--- src/hw/rfl_pkg.sv ---
// package: constants and types for the rf front-end line control block
package rfl_pkg;
  // wishbone register byte offsets
  localparam logic [7:0] RFL_MODE_OFF   = 8'h00;
  localparam logic [7:0] RFL_RAMP_OFF   = 8'h04;
  localparam logic [7:0] RFL_DAC_OFF    = 8'h08;
  localparam logic [7:0] RFL_STATUS_OFF = 8'h0C;
  localparam logic [7:0] RFL_CTRL_OFF   = 8'h10;
  // reset values
  localparam logic [2:0]  RFL_MODE_RST = 3'h0;
  localparam logic [15:0] RFL_RAMP_RST = 16'h0000;
  localparam logic [7:0]  RFL_DAC_RST  = 8'h00;
  // field positions
  localparam int RFL_HOLD_MSB = 15;
  localparam int RFL_HOLD_LSB = 8;
  localparam int RFL_CTRL_TX  = 0;
  localparam int RFL_CTRL_RX  = 1;
  // timing
  localparam int CLK_HZ          = 50_000_000;
  localparam int US_NS           = 1000;
  localparam int CLK_PERIOD_NS   = 1_000_000_000 / CLK_HZ;
  localparam int US_CYCLES       = US_NS / CLK_PERIOD_NS;
  localparam logic [5:0] US_CYCLES_M1 = 6'(US_CYCLES - 1);
  localparam int RAMP_STEPS      = 16;
  localparam logic [4:0] RAMP_STEPS_M1 = 5'(RAMP_STEPS - 1);
  localparam logic [7:0] DAC_FULL_CODE = 8'hFF;

  typedef enum logic [2:0] {
    TX_IDLE    = 3'b000,
    TX_RAMP_UP = 3'b001,
    TX_CARRIER = 3'b011,
    TX_MOD     = 3'b010,
    TX_RAMP_DN = 3'b110
  } rfl_tx_state_t;

  // internal ramp applies in modes 0,1,4 and in any unlisted mode
  function automatic logic rfl_ramp_internal(input logic [2:0] m);
    return !(m == 3'h2 || m == 3'h3);
  endfunction

  function automatic logic rfl_dac_used(input logic [2:0] m);
    return (m == 3'h2 || m == 3'h3 || m == 3'h4);
  endfunction
endpackage

--- src/hw/rfl_frontend.sv ---
// module: rf front-end line control top with wishbone register slave
//
// Chosen here: the Wishbone interface to the registers and the register addresses.
`timescale 1ns/100ps

module rfl_frontend
  import rfl_pkg::*;
(
  input  wire logic        clk_i,
  input  wire logic        rst_i,
  input  wire logic        cyc_i,
  input  wire logic        stb_i,
  input  wire logic        we_i,
  input  wire logic [7:0]  adr_i,
  input  wire logic [3:0]  sel_i,
  input  wire logic [31:0] dat_i,
  output logic      [31:0] dat_o,
  output logic             ack_o,
  input  wire logic        tx_req_i,
  input  wire logic        rx_req_i,
  output logic             rx_indicator_line_o,
  output logic             tx_indicator_line_o,
  output logic             lines_used_o,
  output logic             pa_enable_o,
  output logic             int_ramp_active_o,
  output logic      [4:0]  int_ramp_level_o,
  output logic             carrier_o,
  output logic             modulate_o,
  output logic      [7:0]  dac_control_word_o,
  output logic             dac_enable_o
);
  // register file and bus answer
  logic [2:0]    rf_line_mode_setting_reg;
  logic [2:0]    rf_line_mode_setting_next;
  logic [15:0]   tx_ramp_delay_setting_reg;
  logic [15:0]   tx_ramp_delay_setting_next;
  logic [7:0]    dac_word_reg;
  logic [7:0]    dac_word_next;
  logic [1:0]    ctrl_reg;
  logic [1:0]    ctrl_next;
  logic [31:0]   dat_reg;
  logic [31:0]   dat_next;
  logic          ack_reg;
  logic          ack_next;
  logic          req_tx;
  logic          req_rx;

  // transmit sequencer
  logic          us_tick;
  rfl_tx_state_t st_reg;
  rfl_tx_state_t st_next;
  logic [4:0]    lvl_reg;
  logic [4:0]    lvl_next;
  logic [7:0]    hold_reg;
  logic [7:0]    hold_next;
  logic          tx_busy;

  // registered pins and dac word
  logic          pa_reg;
  logic          pa_next;
  logic          car_reg;
  logic          car_next;
  logic          mod_reg;
  logic          mod_next;
  logic          rmp_reg;
  logic          rmp_next;
  logic          rx_act_reg;
  logic          rx_act_next;
  logic          rxl_reg;
  logic          txl_reg;
  logic          used_reg;
  logic          rxl_c;
  logic          txl_c;
  logic          used_c;
  logic [7:0]    dacw_reg;
  logic [7:0]    dacw_next;
  logic          dace_reg;
  logic          dace_next;

  // free-running tick: the first ramp or hold step may be up to one us short
  rfl_us_tick u_tick (
    .clk_i  (clk_i),
    .rst_i  (rst_i),
    .tick_o (us_tick)
  );

  // software can request tx/rx through the control register as well as the pins
  assign req_tx = tx_req_i | ctrl_reg[RFL_CTRL_TX];
  assign req_rx = rx_req_i | ctrl_reg[RFL_CTRL_RX];

  // wishbone slave: ack one cycle after strobe, dropped the following cycle
  // a write lands on the edge that raises ack; a read of it returns the old value
  always_comb begin
    rf_line_mode_setting_next  = rf_line_mode_setting_reg;
    tx_ramp_delay_setting_next = tx_ramp_delay_setting_reg;
    dac_word_next              = dac_word_reg;
    ctrl_next                  = ctrl_reg;
    dat_next                   = dat_reg;
    ack_next                   = 1'b0;
    if (cyc_i && stb_i && !ack_reg) begin
      ack_next = 1'b1;
      dat_next = 32'h0000_0000;
      case (adr_i)
        RFL_MODE_OFF: begin
          dat_next[2:0] = rf_line_mode_setting_reg;
          if (we_i && sel_i[0]) begin
            rf_line_mode_setting_next = dat_i[2:0];
          end
        end
        RFL_RAMP_OFF: begin
          dat_next[15:0] = tx_ramp_delay_setting_reg;
          if (we_i && sel_i[0]) begin
            tx_ramp_delay_setting_next[7:0] = dat_i[7:0];
          end
          if (we_i && sel_i[1]) begin
            tx_ramp_delay_setting_next[15:8] = dat_i[15:8];
          end
        end
        RFL_DAC_OFF: begin
          dat_next[7:0] = dac_word_reg;
          if (we_i && sel_i[0]) begin
            dac_word_next = dat_i[7:0];
          end
        end
        RFL_STATUS_OFF: begin
          dat_next[2:0]  = st_reg;
          dat_next[7:3]  = lvl_reg;
          dat_next[15:8] = hold_reg;
          dat_next[16]   = pa_reg;
          dat_next[17]   = car_reg;
          dat_next[18]   = mod_reg;
          dat_next[19]   = rx_act_reg;
        end
        RFL_CTRL_OFF: begin
          dat_next[1:0] = ctrl_reg;
          if (we_i && sel_i[0]) begin
            ctrl_next = dat_i[1:0];
          end
        end
        default: begin
          dat_next = 32'h0000_0000;
        end
      endcase
    end
  end

  // transmit sequencer; receive is refused while a transmit is under way
  assign tx_busy = (st_reg != TX_IDLE);

  always_comb begin
    st_next     = st_reg;
    lvl_next    = lvl_reg;
    hold_next   = hold_reg;
    rx_act_next = req_rx && !req_tx && !tx_busy;
    case (st_reg)
      TX_IDLE: begin
        lvl_next = 5'h00;
        if (req_tx) begin
          st_next = TX_RAMP_UP;
        end
      end
      TX_RAMP_UP: begin
        // external ramp: the pa ramps itself, so skip the internal steps
        if (!rfl_ramp_internal(rf_line_mode_setting_reg)) begin
          st_next   = TX_CARRIER;
          hold_next = tx_ramp_delay_setting_reg[RFL_HOLD_MSB:RFL_HOLD_LSB];
        end else if (us_tick) begin
          if (lvl_reg == RAMP_STEPS_M1) begin
            st_next   = TX_CARRIER;
            hold_next = tx_ramp_delay_setting_reg[RFL_HOLD_MSB:RFL_HOLD_LSB];
          end else begin
            lvl_next = lvl_reg + 5'h01;
          end
        end
      end
      TX_CARRIER: begin
        // a hold of zero still gives one cycle of carrier
        if (hold_reg == 8'h00) begin
          st_next = TX_MOD;
        end else if (us_tick) begin
          hold_next = hold_reg - 8'h01;
        end
      end
      TX_MOD: begin
        if (!req_tx) begin
          st_next = TX_RAMP_DN;
        end
      end
      TX_RAMP_DN: begin
        if (!rfl_ramp_internal(rf_line_mode_setting_reg) || lvl_reg == 5'h00) begin
          st_next  = TX_IDLE;
          lvl_next = 5'h00;
        end else if (us_tick) begin
          lvl_next = lvl_reg - 5'h01;
        end
      end
      default: begin
        st_next = TX_IDLE;
      end
    endcase
    pa_next   = (st_next != TX_IDLE);
    car_next  = (st_next == TX_CARRIER);
    mod_next  = (st_next == TX_MOD);
    rmp_next  = rfl_ramp_internal(rf_line_mode_setting_reg) &&
                (st_next == TX_RAMP_UP || st_next == TX_RAMP_DN);
    // an unused dac is parked at code zero so an attached pa sees no stray gain
    dace_next = rfl_dac_used(rf_line_mode_setting_reg);
    dacw_next = dace_next ? dac_word_reg : 8'h00;
  end

  // fed from next-state values so the lines switch on the same edge as pa enable
  rfl_line_drive u_lines (
    .mode_i       (rf_line_mode_setting_reg),
    .rx_i         (rx_act_next),
    .tx_i         (pa_next),
    .rx_line_o    (rxl_c),
    .tx_line_o    (txl_c),
    .lines_used_o (used_c)
  );

  // register file and bus answer
  always_ff @(posedge clk_i) begin
    if (rst_i) begin
      rf_line_mode_setting_reg  <= RFL_MODE_RST;
      tx_ramp_delay_setting_reg <= RFL_RAMP_RST;
      dac_word_reg              <= RFL_DAC_RST;
      ctrl_reg                  <= 2'h0;
      dat_reg                   <= 32'h0000_0000;
      ack_reg                   <= 1'b0;
    end else begin
      rf_line_mode_setting_reg  <= rf_line_mode_setting_next;
      tx_ramp_delay_setting_reg <= tx_ramp_delay_setting_next;
      dac_word_reg              <= dac_word_next;
      ctrl_reg                  <= ctrl_next;
      dat_reg                   <= dat_next;
      ack_reg                   <= ack_next;
    end
  end

  // transmit sequencer state
  always_ff @(posedge clk_i) begin
    if (rst_i) begin
      st_reg   <= TX_IDLE;
      lvl_reg  <= 5'h00;
      hold_reg <= 8'h00;
    end else begin
      st_reg   <= st_next;
      lvl_reg  <= lvl_next;
      hold_reg <= hold_next;
    end
  end

  // registered pins and dac word
  always_ff @(posedge clk_i) begin
    if (rst_i) begin
      pa_reg     <= 1'b0;
      car_reg    <= 1'b0;
      mod_reg    <= 1'b0;
      rmp_reg    <= 1'b0;
      rx_act_reg <= 1'b0;
      rxl_reg    <= 1'b0;
      txl_reg    <= 1'b0;
      used_reg   <= 1'b0;
      dacw_reg   <= 8'h00;
      dace_reg   <= 1'b0;
    end else begin
      pa_reg     <= pa_next;
      car_reg    <= car_next;
      mod_reg    <= mod_next;
      rmp_reg    <= rmp_next;
      rx_act_reg <= rx_act_next;
      rxl_reg    <= rxl_c;
      txl_reg    <= txl_c;
      used_reg   <= used_c;
      dacw_reg   <= dacw_next;
      dace_reg   <= dace_next;
    end
  end

  assign dat_o               = dat_reg;
  assign ack_o               = ack_reg;
  assign rx_indicator_line_o = rxl_reg;
  assign tx_indicator_line_o = txl_reg;
  assign lines_used_o        = used_reg;
  assign pa_enable_o         = pa_reg;
  assign int_ramp_active_o   = rmp_reg;
  assign int_ramp_level_o    = lvl_reg;
  assign carrier_o           = car_reg;
  assign modulate_o          = mod_reg;
  assign dac_control_word_o  = dacw_reg;
  assign dac_enable_o        = dace_reg;
endmodule // rfl_frontend

--- src/hw/rfl_us_tick.sv ---
// module: one-microsecond enable pulse divider
`timescale 1ns/100ps
module rfl_us_tick
  import rfl_pkg::*;
(
  input  wire logic clk_i,
  input  wire logic rst_i,
  output logic      tick_o
);
  logic [5:0] cnt_reg;
  logic [5:0] cnt_next;
  logic       tick_reg;
  logic       tick_next;

  always_comb begin
    tick_next = (cnt_reg == US_CYCLES_M1);
    cnt_next  = tick_next ? 6'h00 : cnt_reg + 6'h01;
  end

  always_ff @(posedge clk_i) begin
    if (rst_i) begin
      cnt_reg  <= 6'h00;
      tick_reg <= 1'b0;
    end else begin
      cnt_reg  <= cnt_next;
      tick_reg <= tick_next;
    end
  end

  assign tick_o = tick_reg;
endmodule // rfl_us_tick

--- src/hw/rfl_line_drive.sv ---
// module: indicator line levels from mode and radio direction
`timescale 1ns/100ps
module rfl_line_drive
  import rfl_pkg::*;
(
  input  wire logic [2:0] mode_i,
  input  wire logic       rx_i,
  input  wire logic       tx_i,
  output logic            rx_line_o,
  output logic            tx_line_o,
  output logic            lines_used_o
);
  always_comb begin
    rx_line_o    = 1'b0;
    tx_line_o    = 1'b0;
    lines_used_o = 1'b1;
    case (mode_i)
      3'h1, 3'h2, 3'h4: begin
        rx_line_o = rx_i;
        tx_line_o = tx_i;
      end
      3'h3: begin
        rx_line_o = !rx_i;
        tx_line_o = !tx_i;
      end
      default: begin
        lines_used_o = 1'b0;
      end
    endcase
  end
endmodule // rfl_line_drive

--- config.mk ---
export PLATFORM = sky130hd
export DESIGN_NAME = rfl_frontend
export DESIGN_NICKNAME = d
export VERILOG_FILES = /design/src/hw/rfl_pkg.sv /design/src/hw/rfl_frontend.sv /design/src/hw/rfl_us_tick.sv /design/src/hw/rfl_line_drive.sv
export SDC_FILE = /design/constraint.sdc
export NUM_CORES = 1
export LEC_CHECK = 0
export ABC_CLOCK_PERIOD_IN_PS = 3000
export BUFFER_PORTS_ARGS = -buffer_cell sky130_fd_sc_hd__buf_4
export CAP_MARGIN = 30
export CORE_MARGIN = 1
export CORE_UTILIZATION = 25
export CTS_CLUSTER_DIAMETER = 120
export DETAILED_ROUTE_END_ITERATION = 16
export GPL_TIMING_DRIVEN = 0
export SETUP_SLACK_MARGIN = 0.05
export SLEW_MARGIN = 20
export SYNTH_ARGS = -nofsm -noshare
export SYNTH_HDL_FRONTEND = slang
export SYNTH_SLANG_ARGS = --single-unit
--- constraint.sdc ---
create_clock -name clk_i -period 3 [get_ports clk_i]
set_input_delay 0.3 -clock clk_i [delete_from_list [all_inputs] [get_ports clk_i]]
set_output_delay 0.3 -clock clk_i [all_outputs]
set_load 0.1 [all_outputs]
Yosys cells after proc, flatten, opt, wreduce, memory -nomap -nowiden:

Cells that the tools add are included.

* reduce and logical (&&, ||, !) cells: 36
* muxes and demuxes: 29
* bitwise operators: 3
* add/subtract/negate cells: 4
* eq/ne operators: 26

Operators with widths (count)
* 2-to-1 mux 8 bit: 5
* one-hot mux 8 bit (2 select lines): 2
* one-hot mux 5 bit (3 select lines): 2
* 2-to-1 mux 5 bit: 5
* 2-to-1 mux 3 bit: 7
* equality test 3 x 2 -> 1 bit, second input constant: 6
* equality test 8 x 4 -> 1 bit, second input constant: 2
* zero test 8 bit: 2
* one-hot mux 3 bit (5 select lines): 1
* AND reduction 3 bit: 5
* one-hot mux 2 bit (5 select lines): 1
* AND reduction 5 bit: 2
* equality test 3 x 1 -> 1 bit, second input constant: 3
* equality test 3 bit, second input constant: 3
* nonzero test 3 bit: 3
* equality test 8 x 3 -> 1 bit, second input constant: 1
* equality test 8 x 5 -> 1 bit, second input constant: 1
* subtractor 8 x 1 -> 8 bit, second input constant: 1
* logical AND 1 bit: 7
* adder 6 x 1 -> 6 bit, second input constant: 1
* equality test 6 bit, second input constant: 1
* zero test 1 bit: 6
* inequality test 2 bit, second input constant: 3
* inequality test 3 x 2 -> 1 bit, second input constant: 2
* other kinds (18): 26

* word-level logic and storage cells: 120
* output and inout bits: 54
* flip-flop bits (word level): 90
* bits of input ports: 51

Longest topological paths before layout:

Gate-level depths: netlist of run 1.

* depth in word-level cells: 8
* mapped depth: 9
* depth with buffers taken out: 8

By module:

A second synthesis of run 1 with hierarchy kept.

* cells, all modules: 463
* area, all modules: 4329.2 um^2

By module, submodules not included
* rfl_frontend: sequential area each 1661.6 um^2, area an instance 3952.5 um^2, cells an instance 425, instances 1
* rfl_us_tick: sequential area each 140.1 um^2, area an instance 274.0 um^2, cells an instance 27, instances 1
* rfl_line_drive: sequential area each 0.0 um^2, area an instance 102.6 um^2, cells an instance 11, instances 1

Least setup slack after synthesis of run 1:

Ideal clock, no wire load.

* kind: reg2reg
* from: reg lvl_reg[0], in the netlist int_ramp_level_o[0]
* to: reg hold_reg[1]
* setup slack: 294 ps
* path buffers: 1
* clock period less this slack: 2706 ps
* data required time: 2886 ps
* setup time: 114 ps
* data arrival time: 2592 ps
* cell stages (with the launch flop): 10
* path through: dfxtp_1 ha_1 and3_1 ha_1 and2_1 or2_2 a22oi_1 buf_2 mux2i_1 nor2_1

* word-level cells in the longest chain between the ends: 3

RTL lines
* from (decl): line rfl_frontend.sv:52 `logic [4:0] lvl_reg;`
* from (signal assigned): line rfl_frontend.sv:248 `lvl_reg <= lvl_next;`
* equality test 5 x 4 -> 1 bit: line rfl_frontend.sv:168 `if (lvl_reg == RAMP_STEPS_M1) begin`
* inequality test 3 bit (no source line)
* AND reduction 5 bit (no source line)
* to (signal assigned): line rfl_frontend.sv:249 `hold_reg <= hold_next;`
* to (decl): line rfl_frontend.sv:54 `logic [7:0] hold_reg;`

Every way passes these cells.
A chain may end at the register's enable or synchronous reset.

Final worst setup path of run 1:

* from: reg hold_reg[0]
* to: reg hold_reg[1]

* word-level cells in the longest chain between the ends: 4
* elaborated cells between the ends (all ways): 7
* those cells by class: add/sub: 1; eq/ne: 1; mux: 3; reduce/logical: 2

RTL lines
* subtractor 8 x 1 -> 8 bit: line rfl_frontend.sv:181 `hold_next = hold_reg - 8'h01;`
* 2-to-1 mux 8 bit: line rfl_frontend.sv:180 `end else if (us_tick) begin`
* 2-to-1 mux 8 bit: line rfl_frontend.sv:178 `if (hold_reg == 8'h00) begin`
* one-hot mux 8 bit (2 select lines): line rfl_frontend.sv:155 `case (st_reg)`

Several ways; a longest one is shown, not always the timed one. The select of a mux whose other input is x is not followed.

==> results of run 1 <==
stage by stage:
| step | total power, mW | instance area, sq um | setup slack, ns | std cells |
|---|---|---|---|---|
| 2_1_floorplan | 1.44 | 4290 | 0.294 | 486 |
| 3_3_place_gp | 1.52 | 5120 | 0.286 | 780 |
| 3_5_place_dp | 1.52 | 5130 | 0.331 | 781 |
| 4_1_cts | 2.67 | 5430 | 0.298 | 797 |
| 5_1_grt | 2.73 | 5430 | 0.0595 | 798 |
| 6_report | 2.63 | 5430 | 0.247 | 798 |
cells by family (layout without fill, tap and decap cells):
kind of cell             after synthesis  in the layout  synth area share [%]
AO/OA/AOI/OAI                         93             93                  14.2
multiplexers                          44             44                  11.1
adder cells (fa/ha/maj)                7              7                  2.06
buffers and inverters                 50            142                  7.18
other                                  1             12                0.0882
AND/OR/NAND/NOR                      186            186                  22.2
XOR/XNOR                               4              4                 0.824
flip-flops                            90             90                  42.4
worst paths after layout:
check | slack (ns) | to | cells after the start
setup / recovery | 0.25 | hold_reg[1] | 8
hold / removal | 0.18 | tx_ramp_delay_setting_reg[13] | 3
setup reg to reg | 0.25 | hold_reg[1] | 8
hold reg to reg | 0.47 | dat_o[19] | 2
worst register-to-register path, stage by stage, from the launching register on:
cell	delay, ns
dfxtp_1	0.35
inv_1	0.07
ha_1	0.20
or4b_1	0.51
or4_1	0.51
a22oi_1	0.44
buf_2	0.31
mux2i_1	0.20
nor2_1	0.05
metal layers:
metal  vias up  GRT usage, %  routed length (microns)
li1       1853             -                        -
met1      1722          18.2                     5650
met2       105          21.3                     5180
met3        10          3.18                      594
met4         0          3.96                      138
met5         -             0                        0
layout make-up:
type                            instances  share of cell area, %
Buffer                                 40                   4.93
Clock buffer                           12                   4.54
Clock inverter                          4                  0.944
Inverter                               10                  0.691
Multi-Input combinational cell        346                   40.2
Sequential cell                        90                   33.2
Tap cell                              220                   5.07
Timing Repair Buffer                   76                   10.4
report_power, final:
group          leakage (nW)  total [mW]  switching [mW]  internal [mW]
registers             0.727        1.21         0.00869           1.21
clock network         0.143        1.14           0.469          0.669
logic                  1.46       0.283           0.198         0.0842
total                  2.33        2.63           0.676           1.96
layout by cell type, fill, tap and decap left out, drive strengths merged, types with 2 or more instances in the layout:
cell     n
buf     94
a32oi    2
nor4b    3
and2    11
mux2    15
nor3    11
mux2i   28
nor2b    5
a22o     6
nor4     7
ha       7
nand4    2
o22ai    3
a21oi   22
nor2    84
nor3b    3
a22oi   21
or4      5
nand2   20
xor2     3
or4b     3
or2      9
nand3    4
inv     10
dfxtp   90
conb    12
nand2b   5
clkinv   2
clkbuf  34
o21ai   23
or3      6
nand3b   4
nand4b   3
a31oi    3
==> reports/qor.txt, run 1 <==
outcome - completed
maxcap violations - 0
setup TNS - 0 ns
HP Class - input port to register
#FFs+latches synth - 90
Clock Path Buffers - 2
Syn Std Cell Area - 4250 sq um
syn_area_per_cell - 8.95 sq um
# diodes - 0
crit path max-delay cell type - or4b_1
total gr overflow - 0
Synth Instances - 475
Buf+Inv Stages, Crit Path - 2
sequential cell area - 1800 sq um
Synth area leaders - dfxtp_1 (42%), nor2_1 (7.4%), mux2i_1 (6.6%), mux2_2 (4.0%), a22oi_1 (3.7%)
die area - 17500 sq um
final WL - 11.6 mm
Final Cycle Share - 91.8%
hold slack - 0.184 ns
Critical Path RT - 3.25 ns
Buffers on Ports - 74
Critical Setup Path Class - register to register
Synth cell types - 57
Die Y - 132 microns
DR DRC count - 0
# hold bufs at CTS - 0
Num CTS Buffers - 9
Fill cells - 1782
ys async rst share - 0%
number of synthesized flops with an enable pin - 0
most frequent cell after synthesis - dfxtp_1
largest net degree at the start of global routing - 15
Worst Path Arrival - 3.00 ns
worst vdd ir - 0.250 mV
relative slew slack - 46.6%
Routed WL per cell - 14.5 microns
worst hold path startpoint - dat_i[13]
clk sink count - 90
Clock Skews - 0.00800 ns
critical path launch point type - register
Post-CTS Setup Inserts - 0
H-tree Lvls - 3
Seq/Total Area, Yosys - 42.4%
post-cts sizing count - 0
first-pass GRT wire length - 18.4 mm
Worst path max stage delay - 0.51 ns
Primary FF master, synth - dfxtp_1
Worst setup startpoint - hold_reg[0]
GRT Total Usage - 13.5%
Die Wd - 132 microns
Clock Latency Late Sink - 0.35 ns
cell family with most CP delay - simple AND/OR/NAND/NOR gates
HPWL Detailed - 8.57 mm
worst-margin pin slew - 0.801 ns
top cells by count, synth - dfxtp_1 (90), nor2_1 (84), mux2i_1 (28), o21ai_0 (23), a21oi_1 (22)
Initial Utilization - 25.6%
Core Area - 16600 sq um
floorplan row count - 47
CTS tree - yes
worst r2r src - hold_reg[0]
max FFs per register - 20
CP Capture Type - register
vias in the first global route - 3491
CP Max Fanout - 10
area leader, netlist - dfxtp_1
gp weighted congestion - 0.862
initial antenna violation count - 0
Final Critical Period - 2.75 ns
initial DRC count - 273
vias per cell - 4.62
io pins - 105
area of the multi-input gates - 2190 sq um
crit-path cells - inv_1 > ha_1 > or4b_1 > or4_1 > a22oi_1 > buf_2 > mux2i_1 > nor2_1
RSZ-0062 raised after global routing - false
share of Yosys cell area claimed by the top area cell type - 42.4%
Pwr Density - 485 nW/um^2
Slew Viols, Final - 0
Root Buffer - clkbuf_16
final net count - 631
final core occ - 32.8%
vias post-DR - 3690
Syn. warnings - 0
Final ANT Viol Nets - 0
DRT Pass-1 Iters - 5
Area Growth Syn to Fin - 27.8%
Leak - 2.33 nW
fmax - 363 MHz
clock-pin transition on the worst setup and hold timing paths - 0.06 ns
final hold viol count - 0
share of cells above drive strength 1 - 24.7%
setup violators final - 0
(Power assumes the default switching activity.)
==> inputs of run 2 (changes only) <==
BUFFER_PORTS_ARGS = unset   (was -buffer_cell sky130_fd_sc_hd__buf_4)
DONT_BUFFER_PORTS = 1   (was unset)
SETUP_SLACK_MARGIN = 0.15   (was 0.05)
==> run 2 against run 1 <==
  * Routed wire length is 0.76% lower
  * Hold slack worse by 0.088 ns
  * Flip-flop and latch count stayed put
  * Worst setup slack better by 0.044 ns
  * Critical endpoint unchanged
  * Largest power group unchanged
==> reports/qor.txt, run 2 (synthesis results as in run 1) <==
outcome - completed
P_int - 2.01 mW
Slew Viols, Final - 0
DRT Pass-1 Iters - 4
Final Cycle Share - 90.3%
H-tree Lvls - 3
gp weighted congestion - 0.864
vias per cell - 4.74
clock power share - 44.9%
Worst Path Arrival - 2.94 ns
Leak - 2.00 nW
initial antenna violation count - 0
Initial Utilization - 25.6%
part of the power in combinational logic - 8.0%
# diodes - 0
first-pass GRT wire length - 17.7 mm
maxcap violations - 0
Post-DP Area - 4680 sq um
CP Capture Type - register
post-route cell area - 5000 sq um
Area Growth Syn to Fin - 17.7%
Clock Skews - 0.00346 ns
final WL - 11.5 mm
Die Y - 132 microns
setup violators final - 0
Num CTS Buffers - 9
commonest non-fill, non-tap cells in the layout - dfxtp_1 (88), nor2_1 (84), mux2i_1 (28)
critical path launch point type - register
floorplan row count - 47
critical path's most frequent cell - ha_1
Buffers on Ports - 0
worst-margin pin slew - 1.02 ns
area of the multi-input gates - 2200 sq um
initial DRC count - 206
Net Sw Frac - 24.1%
RSZ-0062 raised after global routing - false
GRT Total Usage - 13.1%
die area - 17500 sq um
HPWL Detailed - 8.51 mm
clk sink count - 90
Pwr Density - 529 nW/um^2
DP Cell Count - 713
Routed WL per cell - 15.8 microns
crit path max-delay cell type - dfxtp_1
final net count - 563
largest net degree at the start of global routing - 14
crit-path cells - buf_16 > buf_1 > ha_1 > and3_1 > ha_1 > and2_1 > or2_2 > a22oi_2 > clkbuf_4 > mux2i_1 > nor2_1
met2 usage - 20.5%
HP Class - input port to register
commonest non-fill, non-tap cell in the layout - dfxtp_1
CP Max Fanout - 10
max FFs per register - 20
GRT met1 Usage - 17.2%
vias in the first global route - 3145
Worst path max stage delay - 0.38 ns
CTS tree - yes
Core Area - 16600 sq um
Die Wd - 132 microns
sequential cell area - 1800 sq um
gr busiest metal - met2
Clock Path Buffers - 2
vias post-DR - 3450
total gr overflow - 0
Critical Setup Path Class - register to register
non-filler cells, final - 728
clock-pin transition on the worst setup and hold timing paths - 0.06 ns
Fill cells - 1796
worst vdd ir - 0.356 mV
Final Critical Period - 2.71 ns
relative slew slack - 32.1%
Critical Path RT - 3.24 ns
io pins - 105
fmax - 369 MHz
Clock Latency Late Sink - 0.34 ns
sequential share of power - 47.1%
Final ANT Viol Nets - 0
met3 global-route usage - 4.56%
Root Buffer - clkbuf_16
share of cells above drive strength 1 - 15.0%
P_sw - 638 uW
DR DRC count - 0
final hold viol count - 0
[run 2: changes by cell type in the layout (fill, tap and decap cells not counted), sizes merged]
cell / change
buf: -69
bufinv: +1
clkinv: -1
clkinvlp: -1
[run 2: path summary, 6_finish.rpt]
check | startpoint | to | slack (ns) | depth (start not counted)
min | dat_i[2] | rf_line_mode_setting_reg[2] | 0.1 | 2
max reg2reg | int_ramp_level_o[1] | hold_reg[1] | 0.29 | 11
max | int_ramp_level_o[1] | hold_reg[1] | 0.29 | 11
min reg2reg | u_tick.cnt_reg[0] | u_tick.cnt_reg[0] | 0.47 | 1
[run 2: layer usage]
metal | vias up | wire length (microns)
li1 | 1722 | -
met1 | 1628 | 5310
met2 | 94 | 5190
met3 | 6 | 913
met4 | 0 | 54
met5 | - | 0
[run 2: worst max-delay path, delay by kind of cell, from the launching register on]
kind / cells / cell delay (ns)
and+or+nand+nor: 4 / 0.73
buffers and inverters: 3 / 0.60
adders and majority gates: 2 / 0.39
DFF: 1 / 0.38
AOI/OAI and AO/OA: 1 / 0.31
muxes: 1 / 0.20
[run 2: cell type report]
| cell class | instances | area share [%] |
|---|---|---|
| buffer | 40 | 5.40 |
| timing repair buffer | 8 | 2.23 |
| multi-input combinational | 346 | 43.9 |
| clock inverter | 3 | 1.30 |
| tap | 220 | 5.50 |
| sequential | 90 | 36.1 |
| inverter | 10 | 0.750 |
| clock buffer | 11 | 4.85 |
[run 2: repair_timing]
action,in CTS,in global routing
buffers inserted,0,0
pin swaps,0,1
hold buffers,0,0
endpoints found under the setup margin,11,9
gates resized for setup,2,2
[run 2: power by group through the flow]
| stage | combinational [mW] | sequential (mW) | clock, mW |
|---|---|---|---|
| 2_1_floorplan | 0.161 | 1.28 | 0 |
| 3_3_place_gp | 0.191 | 1.28 | 0 |
| 4_1_cts | 0.210 | 1.25 | 1.21 |
| 3_5_place_dp | 0.209 | 1.27 | 0 |
| 5_1_grt | 0.225 | 1.25 | 1.26 |
| 6_report | 0.212 | 1.25 | 1.19 |
[run 2: per-stage QoR]
stage | hold slack [ns] | worst slack, ns | power (mW) | TNS (ns) | util (%)
6_report | 0.0960 | 0.291 | 2.64 | 0 | 30.2
2_1_floorplan | 0.430 | 0.294 | 1.44 | 0 | -
3_5_place_dp | 0.447 | 0.0197 | 1.48 | 0 | 28.2
5_1_grt | 0.0923 | 0.152 | 2.73 | 0 | 30.2
4_1_cts | 0.0843 | 0.259 | 2.67 | 0 | 30.1
3_3_place_gp | 0.444 | -0.0991 | 1.47 | -0.390 | 27.5
==> inputs of run 3 (changes only) <==
REMOVE_ABC_BUFFERS = 1   (was unset)
==> run 3 against run 2 <==
  * Sequential share of layout area increased by 1.3 points
  * Global-route usage shrank 0.99 points
  * Worst setup slack got worse by 0.036 ns
  * Non-clock buffer count shrank 37
  * Count of clock-buffer cells in the layout is 1 lower
  * Final cell count is 4.9% lower
  * Critical path type unchanged
  * Largest power group is now clock
==> reports/qor.txt, run 3 (synthesis results as in run 1) <==
outcome - completed
Pwr Density - 553 nW/um^2
clock-pin transition on the worst setup and hold timing paths - 0.06 ns
DR DRC count - 0
setup violators final - 0
worst-margin pin slew - 1.03 ns
setup TNS - 0 ns
Final ANT Viol Nets - 0
CP Capture Type - register
crit path max-delay cell type - or4_4
Post-DP Area - 4420 sq um
Clock Skews - 0.00657 ns
Area Growth Syn to Fin - 13.4%
Leak - 1.89 nW
P_sw - 613 uW
critical path launch point type - register
Core Area - 16600 sq um
Final Cycle Share - 91.5%
# hold bufs at CTS - 0
Root Buffer - clkbuf_16
share of cells above drive strength 1 - 12.3%
cell family with most CP delay - simple AND/OR/NAND/NOR gates
final net count - 526
io pins - 105
Worst Path Arrival - 2.98 ns
H-tree Lvls - 3
crit-path cells - nand3b_1 > buf_8 > or3_1 > or4_4 > mux2i_1 > nor2_1
commonest non-fill, non-tap cells in the layout - dfxtp_1 (88), nor2_1 (84), mux2i_1 (28)
relative slew slack - 31.1%
dpl ws - -0.673 ns
floorplan row count - 47
Net Sw Frac - 23.0%
RSZ-0062 raised after global routing - false
Final Critical Period - 2.74 ns
max FFs per register - 20
Critical Path RT - 3.24 ns
worst vdd ir - 0.287 mV
P_int - 2.05 mW
CP Max Fanout - 14
HP Class - input port to register
Worst path max stage delay - 0.66 ns
DRT Pass-1 Iters - 5
Critical Setup Path Class - register to register
Buffers on Ports - 0
die area - 17500 sq um
vias per cell - 4.84
# diodes - 0
Num CTS Buffers - 9
CTS tree - yes
clock power share - 47.3%
vias post-DR - 3347
HPWL Detailed - 7.52 mm
sequential share of power - 46.8%
Routed WL per cell - 15.1 microns
initial DRC count - 209
Clock Latency Late Sink - 0.34 ns
Clock Path Buffers - 2
fmax - 364 MHz
Die Wd - 132 microns
GRT Total Usage - 12.1%
initial antenna violation count - 0
total gr overflow - 0
clk sink count - 90
Final WS setup - 0.256 ns
maxcap violations - 0
part of the power in combinational logic - 5.8%
vias in the first global route - 3165
Slew Viols, Final - 0
Fill cells - 1755
commonest non-fill, non-tap cell in the layout - dfxtp_1
largest net degree at the start of global routing - 78
final WL - 10.4 mm
first-pass GRT wire length - 16.6 mm
Buf+Inv Stages, Crit Path - 1
Initial Utilization - 25.6%
post-route cell area - 4820 sq um
final hold viol count - 0
Die Y - 132 microns
gp weighted congestion - 0.801
## run 3: cell count changes in the layout (fill, tap and decap cells not counted), moves of 2 or more
cell      delta
clkbuf_1    -16
buf_2        -2
clkbuf_8     -5
buf_4       -10
buf_6        -4
## run 3: final cells by class
class	count	area, sq um	area share (%)
multi-input cells	346	2210	45.8
flip-flops and latches	90	1800	37.4
well taps	220	275	5.71
clock buffers	10	229	4.75
repair buffers	11	163	3.37
clock inverters	5	104	2.15
inverters	10	37.5	0.778
## run 3: path summary, 6_finish.rpt
kind	startpoint	to	slack, ns	cells past startpoint
worst max-delay path	ack_o	tx_ramp_delay_setting_reg[4]	0.26	6
worst min-delay path	rst_i	tx_ramp_delay_setting_reg[9]	0.03	1
worst max register to register	ack_o	tx_ramp_delay_setting_reg[4]	0.26	6
worst min register to register	u_tick.cnt_reg[0]	u_tick.cnt_reg[0]	0.47	1
## run 3: power by group through the flow
| stage | Combinational [mW] | Sequential (mW) | Clock, mW |
|---|---|---|---|
| 2_1_floorplan | 0.120 | 1.28 | 0 |
| 3_3_place_gp | 0.133 | 1.28 | 0 |
| 3_5_place_dp | 0.152 | 1.28 | 0 |
| 4_1_cts | 0.154 | 1.25 | 1.29 |
| 5_1_grt | 0.165 | 1.25 | 1.35 |
| 6_report | 0.155 | 1.25 | 1.26 |
## run 3: stage by stage
step | power, mW | instances | hold WS [ns] | util, %
final | 2.67 | 692 | 0.0252 | 29.1
after floorplan | 1.40 | 446 | 0.369 | -
after global placement | 1.42 | 666 | 0.378 | 25.9
after CTS | 2.70 | 690 | 0.0134 | 28.9
after detailed placement | 1.43 | 673 | 0.380 | 26.6
after global routing | 2.76 | 692 | 0.00405 | 29.1
## run 3: layer usage
layer / vias to the layer above / routed length (microns) / GRT usage (%)
li1: 1646 / - / -
met1: 1565 / 4780 / 15.6
met2: 120 / 4620 / 18.6
met3: 16 / 862 / 4.83
met4: 0 / 155 / 3.51
met5: - / 0 / 0
## run 3: repair_timing
| action | CTS | global route |
|---|---|---|
| gates resized for setup | 3 | 1 |
| pin swaps | 1 | 0 |
| buffers inserted | 2 | 0 |
| setup endpoints to repair | 36 | 1 |
